<file path="config.mk">
export PLATFORM = sky130hd
export DESIGN_NAME = nvsr_host
export DESIGN_NICKNAME = d
export VERILOG_FILES = /design/src/pkg/nvsr_pkg.sv /design/src/logic/nvsr_host.sv /design/src/logic/nvsr_timer.sv
export SDC_FILE = /design/constraint.sdc
export NUM_CORES = 1
export LEC_CHECK = 0
export BUFFER_PORTS_ARGS = -buffer_cell sky130_fd_sc_hd__buf_2
export CAP_MARGIN = 0
export CORE_ASPECT_RATIO = 0.8
export CORE_UTILIZATION = 40
export DETAILED_ROUTE_END_ITERATION = 8
export GPL_ROUTABILITY_DRIVEN = 0
export GPL_TIMING_DRIVEN = 0
export HOLD_SLACK_MARGIN = 0.05
export PLACE_DENSITY = 0.72
export SLEW_MARGIN = 5
export SYNTH_ARGS = -nofsm -noshare
export SYNTH_HDL_FRONTEND = slang
export SYNTH_SLANG_ARGS = --single-unit
</file>
<file path="constraint.sdc">
create_clock -name i_clock -period 3.4 [get_ports i_clock]
set_input_delay 0.85 -clock i_clock [delete_from_list [all_inputs] [get_ports i_clock]]
set_output_delay 0.85 -clock i_clock [all_outputs]
set_load 0.02 [all_outputs]
</file>
<file path="src/pkg/nvsr_pkg.sv">
// constants, commands and address table for the shadowed sram host sequencer
package nvsr_pkg;

    // ****************************************
    // widths
    // ****************************************
    localparam int ADDR_W = 15;
    localparam int DATA_W = 8;
    localparam int SEQ_W = 14;
    localparam int TIMER_W = 20;
    localparam int SEQ_STEPS = 6;
    localparam logic [2:0] LAST_STEP = 3'(SEQ_STEPS - 1);
    localparam int SYNC_STAGES = 2;
    localparam int RECOVERY_CYCLES = 1;

    // ****************************************
    // timing
    // ****************************************
    localparam int CLOCK_PERIOD_NS = 10;
    localparam int READ_CYCLE_FAST_NS = 25;
    localparam int READ_CYCLE_SLOW_NS = 45;
    localparam int CE_PULSE_FAST_NS = 20;
    localparam int CE_PULSE_SLOW_NS = 30;
    localparam int NV_SAVE_TIME_MS = 10;
    localparam int NV_RESTORE_TIME_US = 20;
    localparam int POWERUP_RESTORE_TIME_US = 550;
    localparam int NV_SAVE_CYCLES = NV_SAVE_TIME_MS * 1000000 / CLOCK_PERIOD_NS;
    localparam int NV_RESTORE_CYCLES = NV_RESTORE_TIME_US * 1000 / CLOCK_PERIOD_NS;
    localparam int POWERUP_RESTORE_CYCLES = POWERUP_RESTORE_TIME_US * 1000 / CLOCK_PERIOD_NS;

    // ****************************************
    // sequence addresses
    // ****************************************
    localparam logic [SEQ_W-1:0] SEQ_ADDR_0 = 14'h0E38;
    localparam logic [SEQ_W-1:0] SEQ_ADDR_1 = 14'h31C7;
    localparam logic [SEQ_W-1:0] SEQ_ADDR_2 = 14'h03E0;
    localparam logic [SEQ_W-1:0] SEQ_ADDR_3 = 14'h3C1F;
    localparam logic [SEQ_W-1:0] SEQ_ADDR_4 = 14'h303F;
    localparam logic [SEQ_W-1:0] SAVE_ADDR = 14'h0FC0;
    localparam logic [SEQ_W-1:0] RESTORE_ADDR = 14'h0C63;

    // ****************************************
    // commands
    // ****************************************
    typedef enum logic [1:0] {
        NVSR_CMD_READ,
        NVSR_CMD_WRITE,
        NVSR_CMD_SAVE,
        NVSR_CMD_RESTORE
    } nvsr_cmd_t;

    function automatic int ceil_cycles(input int ns);
        return (ns + CLOCK_PERIOD_NS - 1) / CLOCK_PERIOD_NS;
    endfunction : ceil_cycles

    function automatic logic [SEQ_W-1:0] seq_addr(input logic [2:0] step, input logic save);
        case (step)
            3'h0: seq_addr = SEQ_ADDR_0;
            3'h1: seq_addr = SEQ_ADDR_1;
            3'h2: seq_addr = SEQ_ADDR_2;
            3'h3: seq_addr = SEQ_ADDR_3;
            3'h4: seq_addr = SEQ_ADDR_4;
            default: seq_addr = save ? SAVE_ADDR : RESTORE_ADDR;
        endcase
    endfunction : seq_addr

endpackage : nvsr_pkg

</file>
<file path="src/logic/nvsr_host.sv">
// host side pin sequencer for a shadowed sram with save and restore
`timescale 1ns/1ps
module nvsr_host #(
    parameter bit FAST_GRADE = 1'b1,
    parameter int SAVE_CYCLES = nvsr_pkg::NV_SAVE_CYCLES,
    parameter int POWERUP_CYCLES = nvsr_pkg::POWERUP_RESTORE_CYCLES
) (
    // clock and reset
    input wire logic i_clock,
    input wire logic i_resetn,
    // user command port
    input wire logic i_req,
    input wire nvsr_pkg::nvsr_cmd_t i_cmd,
    input wire logic [nvsr_pkg::ADDR_W-1:0] i_addr,
    input wire logic [nvsr_pkg::DATA_W-1:0] i_wdata,
    output logic o_ready,
    output logic o_done,
    output logic [nvsr_pkg::DATA_W-1:0] o_rdata,
    // supply monitor
    input wire logic i_supply_ok,
    // memory pins
    output logic [nvsr_pkg::ADDR_W-1:0] o_addr,
    output logic o_ce_n,
    output logic o_we_n,
    output logic o_oe_n,
    output logic [nvsr_pkg::DATA_W-1:0] o_dq_out,
    output logic o_dq_oe,
    input wire logic [nvsr_pkg::DATA_W-1:0] i_dq_in
);

    // ****************************************
    // derived constants
    // ****************************************
    localparam int TW = nvsr_pkg::TIMER_W;
    localparam int AW = nvsr_pkg::ADDR_W;
    localparam int DW = nvsr_pkg::DATA_W;
    localparam int CYCLE_NS = FAST_GRADE ? nvsr_pkg::READ_CYCLE_FAST_NS
                                         : nvsr_pkg::READ_CYCLE_SLOW_NS;
    localparam int PULSE_NS = FAST_GRADE ? nvsr_pkg::CE_PULSE_FAST_NS
                                         : nvsr_pkg::CE_PULSE_SLOW_NS;
    // low phase covers access time plus the data synchroniser
    localparam int LOW_CYC = nvsr_pkg::ceil_cycles(CYCLE_NS) + nvsr_pkg::SYNC_STAGES + 1;
    localparam logic [TW-1:0] LOW_LOAD = TW'(LOW_CYC - 1);
    localparam logic [TW-1:0] HIGH_LOAD = TW'(nvsr_pkg::RECOVERY_CYCLES - 1);
    localparam logic [TW-1:0] SAVE_LOAD = TW'(SAVE_CYCLES - 1);
    localparam logic [TW-1:0] RESTORE_LOAD = TW'(nvsr_pkg::NV_RESTORE_CYCLES - 1);
    localparam logic [TW-1:0] POWERUP_LOAD = TW'(POWERUP_CYCLES - 1);
    localparam logic [3:0] LOW_CNT = 4'(LOW_CYC);

    if (SAVE_CYCLES < 1 || SAVE_CYCLES >= 2 ** TW || POWERUP_CYCLES < 1
        || POWERUP_CYCLES >= 2 ** TW || LOW_CYC >= 16
        || LOW_CYC * nvsr_pkg::CLOCK_PERIOD_NS < PULSE_NS) begin : g_bad_param
        $error("nvsr_host parameters out of range");
    end

    typedef enum {S_OFF, S_PU_WAIT, S_IDLE, S_ADDR, S_ARM, S_LOW, S_HIGH, S_BUSY} nvsr_state_t;

    // ****************************************
    // reset and pin synchronisers
    // ****************************************
    logic rst_meta_reg;
    logic rst_n_reg;
    logic sup_meta_reg;
    logic sup_sync_reg;
    logic [DW-1:0] dq_meta_reg;
    logic [DW-1:0] dq_sync_reg;

    always_ff @(posedge i_clock or negedge i_resetn)
    begin
        if (!i_resetn)
        begin
            rst_meta_reg <= 1'h0;
            rst_n_reg <= 1'h0;
        end
        else
        begin
            rst_meta_reg <= 1'h1;
            rst_n_reg <= rst_meta_reg;
        end
    end

    always_ff @(posedge i_clock or negedge rst_n_reg)
    begin
        if (!rst_n_reg)
        begin
            sup_meta_reg <= 1'h0;
            sup_sync_reg <= 1'h0;
            dq_meta_reg <= '0;
            dq_sync_reg <= '0;
        end
        else
        begin
            sup_meta_reg <= i_supply_ok;
            sup_sync_reg <= sup_meta_reg;
            dq_meta_reg <= i_dq_in;
            dq_sync_reg <= dq_meta_reg;
        end
    end

    // ****************************************
    // sequencer
    // ****************************************
    nvsr_state_t state_reg, state_next;
    nvsr_pkg::nvsr_cmd_t op_reg, op_next;
    logic [2:0] step_reg, step_next;
    logic [AW-1:0] addr_reg, addr_next;
    logic [DW-1:0] wdata_reg, wdata_next;
    logic [DW-1:0] rdata_reg, rdata_next;
    logic done_reg, done_next;
    logic [AW-1:0] pin_addr_reg, pin_addr_next;
    logic ce_n_reg, ce_n_next;
    logic we_n_reg, we_n_next;
    logic oe_n_reg, oe_n_next;
    logic dq_oe_reg, dq_oe_next;
    logic load;
    logic [TW-1:0] load_value;
    logic timer_zero;
    logic is_seq;
    logic is_write;
    logic [AW-1:0] cur_addr;

    nvsr_timer #(
        .WIDTH(TW)
    ) u_timer (
        .i_clock(i_clock),
        .i_rst_n(rst_n_reg),
        .i_load(load),
        .i_value(load_value),
        .o_zero(timer_zero)
    );

    assign is_seq = (op_reg == nvsr_pkg::NVSR_CMD_SAVE) || (op_reg == nvsr_pkg::NVSR_CMD_RESTORE);
    assign is_write = (op_reg == nvsr_pkg::NVSR_CMD_WRITE);
    // top address bit held low during a sequence
    assign cur_addr = is_seq ? {1'b0, nvsr_pkg::seq_addr(step_reg,
                      op_reg == nvsr_pkg::NVSR_CMD_SAVE)} : addr_reg;

    always_comb
    begin
        state_next = state_reg;
        op_next = op_reg;
        step_next = step_reg;
        addr_next = addr_reg;
        wdata_next = wdata_reg;
        rdata_next = rdata_reg;
        done_next = 1'b0;
        pin_addr_next = pin_addr_reg;
        ce_n_next = 1'b1;
        we_n_next = 1'b1;
        oe_n_next = 1'b1;
        dq_oe_next = 1'b0;
        load = 1'b0;
        load_value = '0;
        if (!sup_sync_reg)
        begin
            state_next = S_OFF;
            step_next = 3'h0;
        end
        else
        begin
            case (state_reg)
                S_OFF:
                begin
                    load = 1'b1;
                    load_value = POWERUP_LOAD;
                    state_next = S_PU_WAIT;
                end
                S_PU_WAIT:
                begin
                    if (timer_zero)
                    begin
                        state_next = S_IDLE;
                    end
                end
                S_IDLE:
                begin
                    if (i_req)
                    begin
                        op_next = i_cmd;
                        addr_next = i_addr;
                        wdata_next = i_wdata;
                        step_next = 3'h0;
                        state_next = S_ADDR;
                    end
                end
                S_ADDR:
                begin
                    pin_addr_next = cur_addr;
                    state_next = S_ARM;
                end
                S_ARM, S_LOW:
                begin
                    // one falling chip enable per step, held for the whole low phase
                    ce_n_next = 1'b0;
                    we_n_next = !is_write;
                    oe_n_next = is_write;
                    dq_oe_next = is_write;
                    if (state_reg == S_ARM)
                    begin
                        load = 1'b1;
                        load_value = LOW_LOAD;
                        state_next = S_LOW;
                    end
                    else if (timer_zero)
                    begin
                        ce_n_next = 1'b1;
                        we_n_next = 1'b1;
                        oe_n_next = 1'b1;
                        dq_oe_next = 1'b0;
                        rdata_next = is_write ? rdata_reg : dq_sync_reg;
                        load = 1'b1;
                        load_value = HIGH_LOAD;
                        state_next = S_HIGH;
                    end
                end
                S_HIGH:
                begin
                    if (timer_zero)
                    begin
                        // no other access may enter a sequence
                        if (is_seq && step_reg != nvsr_pkg::LAST_STEP)
                        begin
                            step_next = step_reg + 3'h1;
                            state_next = S_ADDR;
                        end
                        else if (is_seq)
                        begin
                            load = 1'b1;
                            load_value = (op_reg == nvsr_pkg::NVSR_CMD_SAVE) ? SAVE_LOAD
                                                                            : RESTORE_LOAD;
                            state_next = S_BUSY;
                        end
                        else
                        begin
                            done_next = 1'b1;
                            state_next = S_IDLE;
                        end
                    end
                end
                S_BUSY:
                begin
                    if (timer_zero)
                    begin
                        done_next = 1'b1;
                        step_next = 3'h0;
                        state_next = S_IDLE;
                    end
                end
                default:
                begin
                    state_next = S_OFF;
                end
            endcase
        end
    end

    always_ff @(posedge i_clock or negedge rst_n_reg)
    begin
        if (!rst_n_reg)
        begin
            state_reg <= S_OFF;
            op_reg <= nvsr_pkg::NVSR_CMD_READ;
            step_reg <= 3'h0;
            addr_reg <= '0;
            wdata_reg <= '0;
            rdata_reg <= '0;
            done_reg <= 1'h0;
            pin_addr_reg <= '0;
            ce_n_reg <= 1'h1;
            we_n_reg <= 1'h1;
            oe_n_reg <= 1'h1;
            dq_oe_reg <= 1'h0;
        end
        else
        begin
            state_reg <= state_next;
            op_reg <= op_next;
            step_reg <= step_next;
            addr_reg <= addr_next;
            wdata_reg <= wdata_next;
            rdata_reg <= rdata_next;
            done_reg <= done_next;
            pin_addr_reg <= pin_addr_next;
            ce_n_reg <= ce_n_next;
            we_n_reg <= we_n_next;
            oe_n_reg <= oe_n_next;
            dq_oe_reg <= dq_oe_next;
        end
    end

    assign o_ready = (state_reg == S_IDLE);
    assign o_done = done_reg;
    assign o_rdata = rdata_reg;
    assign o_addr = pin_addr_reg;
    assign o_ce_n = ce_n_reg;
    assign o_we_n = we_n_reg;
    assign o_oe_n = oe_n_reg;
    assign o_dq_out = wdata_reg;
    assign o_dq_oe = dq_oe_reg;

    // ****************************************
    // checks
    // ****************************************
    logic [3:0] low_cnt_reg, low_cnt_next;
    logic [TW-1:0] wait_cnt_reg, wait_cnt_next;

    always_comb
    begin
        low_cnt_next = ce_n_reg ? 4'h0 : low_cnt_reg + 4'h1;
        wait_cnt_next = (state_reg == S_BUSY || state_reg == S_PU_WAIT) ? wait_cnt_reg + 1'b1 : '0;
    end

    always_ff @(posedge i_clock or negedge rst_n_reg)
    begin
        if (!rst_n_reg)
        begin
            low_cnt_reg <= 4'h0;
            wait_cnt_reg <= '0;
        end
        else
        begin
            low_cnt_reg <= low_cnt_next;
            wait_cnt_reg <= wait_cnt_next;
        end
    end
endmodule : nvsr_host

</file>
<file path="src/logic/nvsr_timer.sv">
// down counter that paces pin phases and busy waits
`timescale 1ns/1ps
module nvsr_timer #(
    parameter int WIDTH = 20
) (
    // clock and reset
    input wire logic i_clock,
    input wire logic i_rst_n,
    // control
    input wire logic i_load,
    input wire logic [WIDTH-1:0] i_value,
    // status
    output logic o_zero
);

    logic [WIDTH-1:0] count_reg;
    logic [WIDTH-1:0] count_next;

    if (WIDTH < 1) begin : g_bad_width
        $error("timer width must be at least one");
    end

    always_comb
    begin
        count_next = count_reg;
        if (i_load)
        begin
            count_next = i_value;
        end
        else if (count_reg != '0)
        begin
            count_next = count_reg - 1'b1;
        end
    end

    always_ff @(posedge i_clock or negedge i_rst_n)
    begin
        if (!i_rst_n)
        begin
            count_reg <= '0;
        end
        else
        begin
            count_reg <= count_next;
        end
    end

    assign o_zero = (count_reg == '0);

endmodule : nvsr_timer

</file>
# After elaboration in Yosys (flattened, before gate mapping)
# Cells that the tools add are included.
# totals
ff_bits	128
in_bits	37
out_inout_bits	37
elab_cells	116
# classes
add_sub_neg	2
eq_ne	24
n_mux	54
n_bitwise	2
reduce_logical	15
# op_table
op	n
$mux W32	6
$pmux W32 S6	1
$eq A32 B3 Y1 const B	5
$mux W20	7
$pmux W14 S5	1
$eq A32 B2 Y1 const B	2
$pmux W20 S3	1
$eq A32 B1 Y1 const B	1
$eq A32 B4 Y1 const B	1
$logic_not A32 Y1	1
$mux W1	25
$mux W3	8
$logic_not A20 Y1	1
$reduce_bool A20 Y1	1
$sub A20 B1 Y20 const B	1
$mux W15	1
$ne A3 B3 Y1 const B	5
$mux W10	1
$reduce_and A5 Y1	2
$pmux W3 S3	1
$eq A3 B2 Y1 const B	2
$eq A2 B2 Y1 const B	2
$ne A4 B1 Y1 const B	1
$ne A4 B4 Y1 const B	1
other kinds (17)	19

# Longest topological paths before layout
# depth
word_depth	8
ltp_mapped	7
depth_no_buf	7

# Modules after synthesis
# A second synthesis with hierarchy kept.
# hier_totals
hier_cells	384
area_unflattened_um2	4405.5
# by_module_without_submodules
module	instances	cells_per_inst	area_per_inst_um2	seq_area_each_um2
nvsr_host	1	257	3220.6	1980.6
nvsr_timer	1	127	1184.9	500.5

# Worst setup path before layout
# Ideal clock, no wire load.
# synth_timing
path_kind	register to register
from	register u_timer.count_reg[4]
to	register step_reg[2]
setup_time_ps	128
arrival_ps	1860
required_ps	3272
setup_slack_ps	1412
stages_incl_launch_ff	6
path_buffers	0
period_less_slack_ps	1988
cell_sequence	dfrtp_1 nor4_4 nand3b_4 or4_4 a21oi_2 o22ai_1
# synth_between
elab_chain_cells	3
elab_cells_between_ends	4
classes_between	eq/ne (2); reduce/logical (2)
# synth_lines
element	line	source
from (decl)	nvsr_timer.sv:16	logic [WIDTH-1:0] count_reg;
from (signal assigned)	nvsr_timer.sv:44	count_reg <= count_next;
$logic_not A20 Y1 (*)	nvsr_timer.sv:48	assign o_zero = (count_reg == '0);
$ne A3 B3 Y1 (no line)	--	
$reduce_and A5 Y1 (no line) (*)	--	
to (signal assigned)	nvsr_host.sv:278	step_reg <= step_next;
to (decl)	nvsr_host.sv:105	logic [2:0] step_reg, step_next;
# Mark *: on every way between the ends. The rest lies on a longest branch, timed or not.
# A chain may end at the register's enable or synchronous reset.

# Final worst setup path
# layout_timing
from	register state_reg[1]
to	output port o_ready
# layout_between
elab_chain_cells	1
# layout_lines
element	line	source
from (decl)	nvsr_host.sv:103	nvsr_state_t state_reg, state_next;
from (signal assigned)	nvsr_host.sv:276	state_reg <= state_next;
$eq A32 B3 Y1	nvsr_host.sv:291	assign o_ready = (state_reg == S_IDLE);
to (decl)	nvsr_host.sv:16	output logic o_ready,
# No other way between the ends.

==> summary.txt <==
Die area: 0.0113 mm²
Post-CTS Setup Repair Bufs: 0
Final Hold Viols: 0
Die H: 95.2 µm
Clock Path Buffers: 2
CTS tree: yes
Inserted Diodes: 0
Final hold slack: 278 ps
Number of flops mapped to enable cells by yosys: 0
Post-synth net total: 424
Area delta synth->final: 20.1%
Most common library cells after synthesis: 96 x dfrtp_1, 38 x nand2_1, 36 x o21ai_0, 32 x mux2_2, 25 x a21oi_1
R2R cell count: 5
Vias: 3,231
Slew HR: 58.0%
Total power: 0.00247 W
Crit path launch type: flip-flop
ANT nets after route: 0
Port Buffers: 73
Synth unique cells: 52
Share of cells above drive strength 1: 30.9%
CP max FO: 10
Sequential standard cell area: 0.00248 mm²
Max_cap viols: 0
Setup Crit Path Kind: flip-flop to primary output
Initial core utilization: 41.8%
Max reg flops: 20
Nets: 509
Flops & latches, synth: 99
Post_cts resized: 0
WP data required: 2550 ps
Depth of the CTS H-tree: 3
R2R Path End: o_dq_oe
Largest family of logic cells by synthesized area: simple AND/OR/NAND/NOR gates
Fmax: 0.401 GHz
Leak pwr: 2.46 nW
Post-Synth XOR/XNOR Area: 2.62%
Grt total ovfl: 0
CP Capture Type: primary output
Fin crit period: 2490 ps
Drt drc: 0
Final Cycle Share: 73.3%
Primary FF master, synth: dfrtp_1
Synth Area in Adders: 2.02%
Unrepaired setup endpoints after global routing: no
Cts hold-fix bufs: 0
Total GRT Usage: 18.0%
Routed Wire Length: 9.54 mm
Worst skew pair latency: 350 ps
Final WS setup: 907 ps
Reg clk slew, reported paths: 70 ps
Core box area: 0.0104 mm²
Measured slew at the worst slew-check pin: 630 ps
Ys Warns: 0
Largest area contributor in the netlist: dfrtp_1
Area fraction in and, or, nand and nor cells after synthesis: 13.8%
Io pins: 74
First-pass GRT wire length: 15.7 mm
TritonCTS Buffers: 9
Mapped cell area: 0.00435 mm²
Synth Instances: 380
DP HPWL: 7.01 mm
Worst EP arrival: 1640 ps
Worst Skew: 8.25 ps
TritonRoute pass-1 iters: 4
Routed vias/inst: 5.30
Pre-CTS setup slack: 1020 ps
Number of global-route vias before repair: 3,142
Worst Hold Class: input pin to async pin
Largest net degree at the start of global routing: 51
First DRT Iteration DRCs: 241
Count leader, synth: dfrtp_1
Synth Area in Compound Gates: 13.2%
Initial antenna violation count: 0
Post-synth ARST share: 100%
Avg Cell Area, Syn: 11.4 µm²
Worst IR drop on VDD: 0.385 mV
Mux cell area share after synthesis: 8.55%
Top post-synthesis cells by area: dfrtp_1 55%, mux2_2 8.3%, o21ai_0 4.1%
Num rows: 33
Die width: 119 µm
Fillers: 956
Area occupied by multi-input gates: 0.00175 mm²
WL/cell: 15.6 µm
Reg-to-reg slack, setup: 980 ps
Reg-to-reg startpoint: u_timer.count_reg[18]
Synth top area share: 55.3%
Slew Viols, Final: 0
Power Density: 474 mW/mm²
CTS sink count: 99
Sequential area share after synthesis: 57.1%
Final setup fails: 0
Status: completed
Root Driver: clkbuf_16
metrics by stage:
| stage | util [%] | std cells | TNS [ps] | area (µm²) |
|---|---|---|---|---|
| final | 50.1 | 610 | 0 | 5220 |
| after global routing | 50.1 | 610 | 0 | 5220 |
| after CTS | 50.1 | 610 | 0 | 5220 |
| after detailed placement | 47.3 | 594 | 0 | 4920 |
| after global placement | 47.0 | 593 | -45810 | 4890 |
| after floorplan | - | 380 | 0 | 4350 |
layout by cell type (no fill, tap or decap), types with 2 or more instances in the layout:
cell and count:
a21oi_1 25, clkbuf_1 12, or2_2 2, o21a_1 3, nor4_4 4, o221ai_1 2, xor2_1 5, nand4_1 2
ha_1 7, clkinv_8 2, nand3_2 2, buf_2 77, a21o_1 2, dfrtp_1 95, mux2_2 32, o21ai_0 36
o31ai_1 5, a211oi_1 2, a31oi_1 4, nor3_1 4, dfstp_2 3, o41ai_1 2, clkinv_4 2, o22ai_1 4
nor4_1 3, nor2b_1 4, and2_1 2, xnor2_1 8, nand3_1 8, clkbuf_16 9, and3_1 3, o211ai_1 3
nor2_1 19, nand2_1 38, inv_1 13, nand4b_1 2
how the worst max path moves through the flow:
stage / startpoint / endpoint
final: state_reg[1] / o_ready
after global routing: u_timer.count_reg[16] / o_dq_oe
after floorplan: rst_n_reg / addr_reg[0]
after detailed placement: u_timer.count_reg[18] / o_dq_oe
after global placement: rst_n_reg / o_addr[10]
after CTS: state_reg[1] / o_ready
layer usage:
metal | vias to the layer above | GRT usage [%] | part of all wire, %
met5 | - | 0 | 0
met4 | 0 | 3.90 | 0.74
met3 | 6 | 6.28 | 6.3
met2 | 110 | 26.9 | 46
met1 | 1601 | 25.1 | 47
li1 | 1514 | - | -
worst max-delay path, cell delays in order, from the launching register on:
cell and delay (ps):
dfrtp_1 390, clkbuf_1 340, nand2_1 210, nor2_1 170, buf_2 190
area by class of cell:
type	instances	share of cell area, %
repair buffers	74	7.53
plain buffers	16	1.25
multi-input cells	252	33.5
well taps	140	3.36
flip-flops and latches	99	47.6
inverters	13	0.935
clock buffers	9	4.32
clock inverters	7	1.44
kinds of logic after synthesis:
| family | after synthesis |
|---|---|
| adder cells (fa/ha/maj) | 7 |
| AO/OA/AOI/OAI | 95 |
| multiplexers | 33 |
| XOR/XNOR | 13 |
| other | 1 |
| flip-flops | 99 |
| buffers and inverters | 29 |
| AND/OR/NAND/NOR | 103 |
power breakdown:
part | switching (W) | internal [W] | total (W) | leakage (nW)
logic | 0.000102 | 0.0000836 | 0.000185 | 1.02
registers | 0.0000687 | 0.00123 | 0.00129 | 1.29
clock network | 0.000476 | 0.000517 | 0.000994 | 0.147
total | 0.000647 | 0.00183 | 0.00247 | 2.46
(Power assumes the default switching activity.)
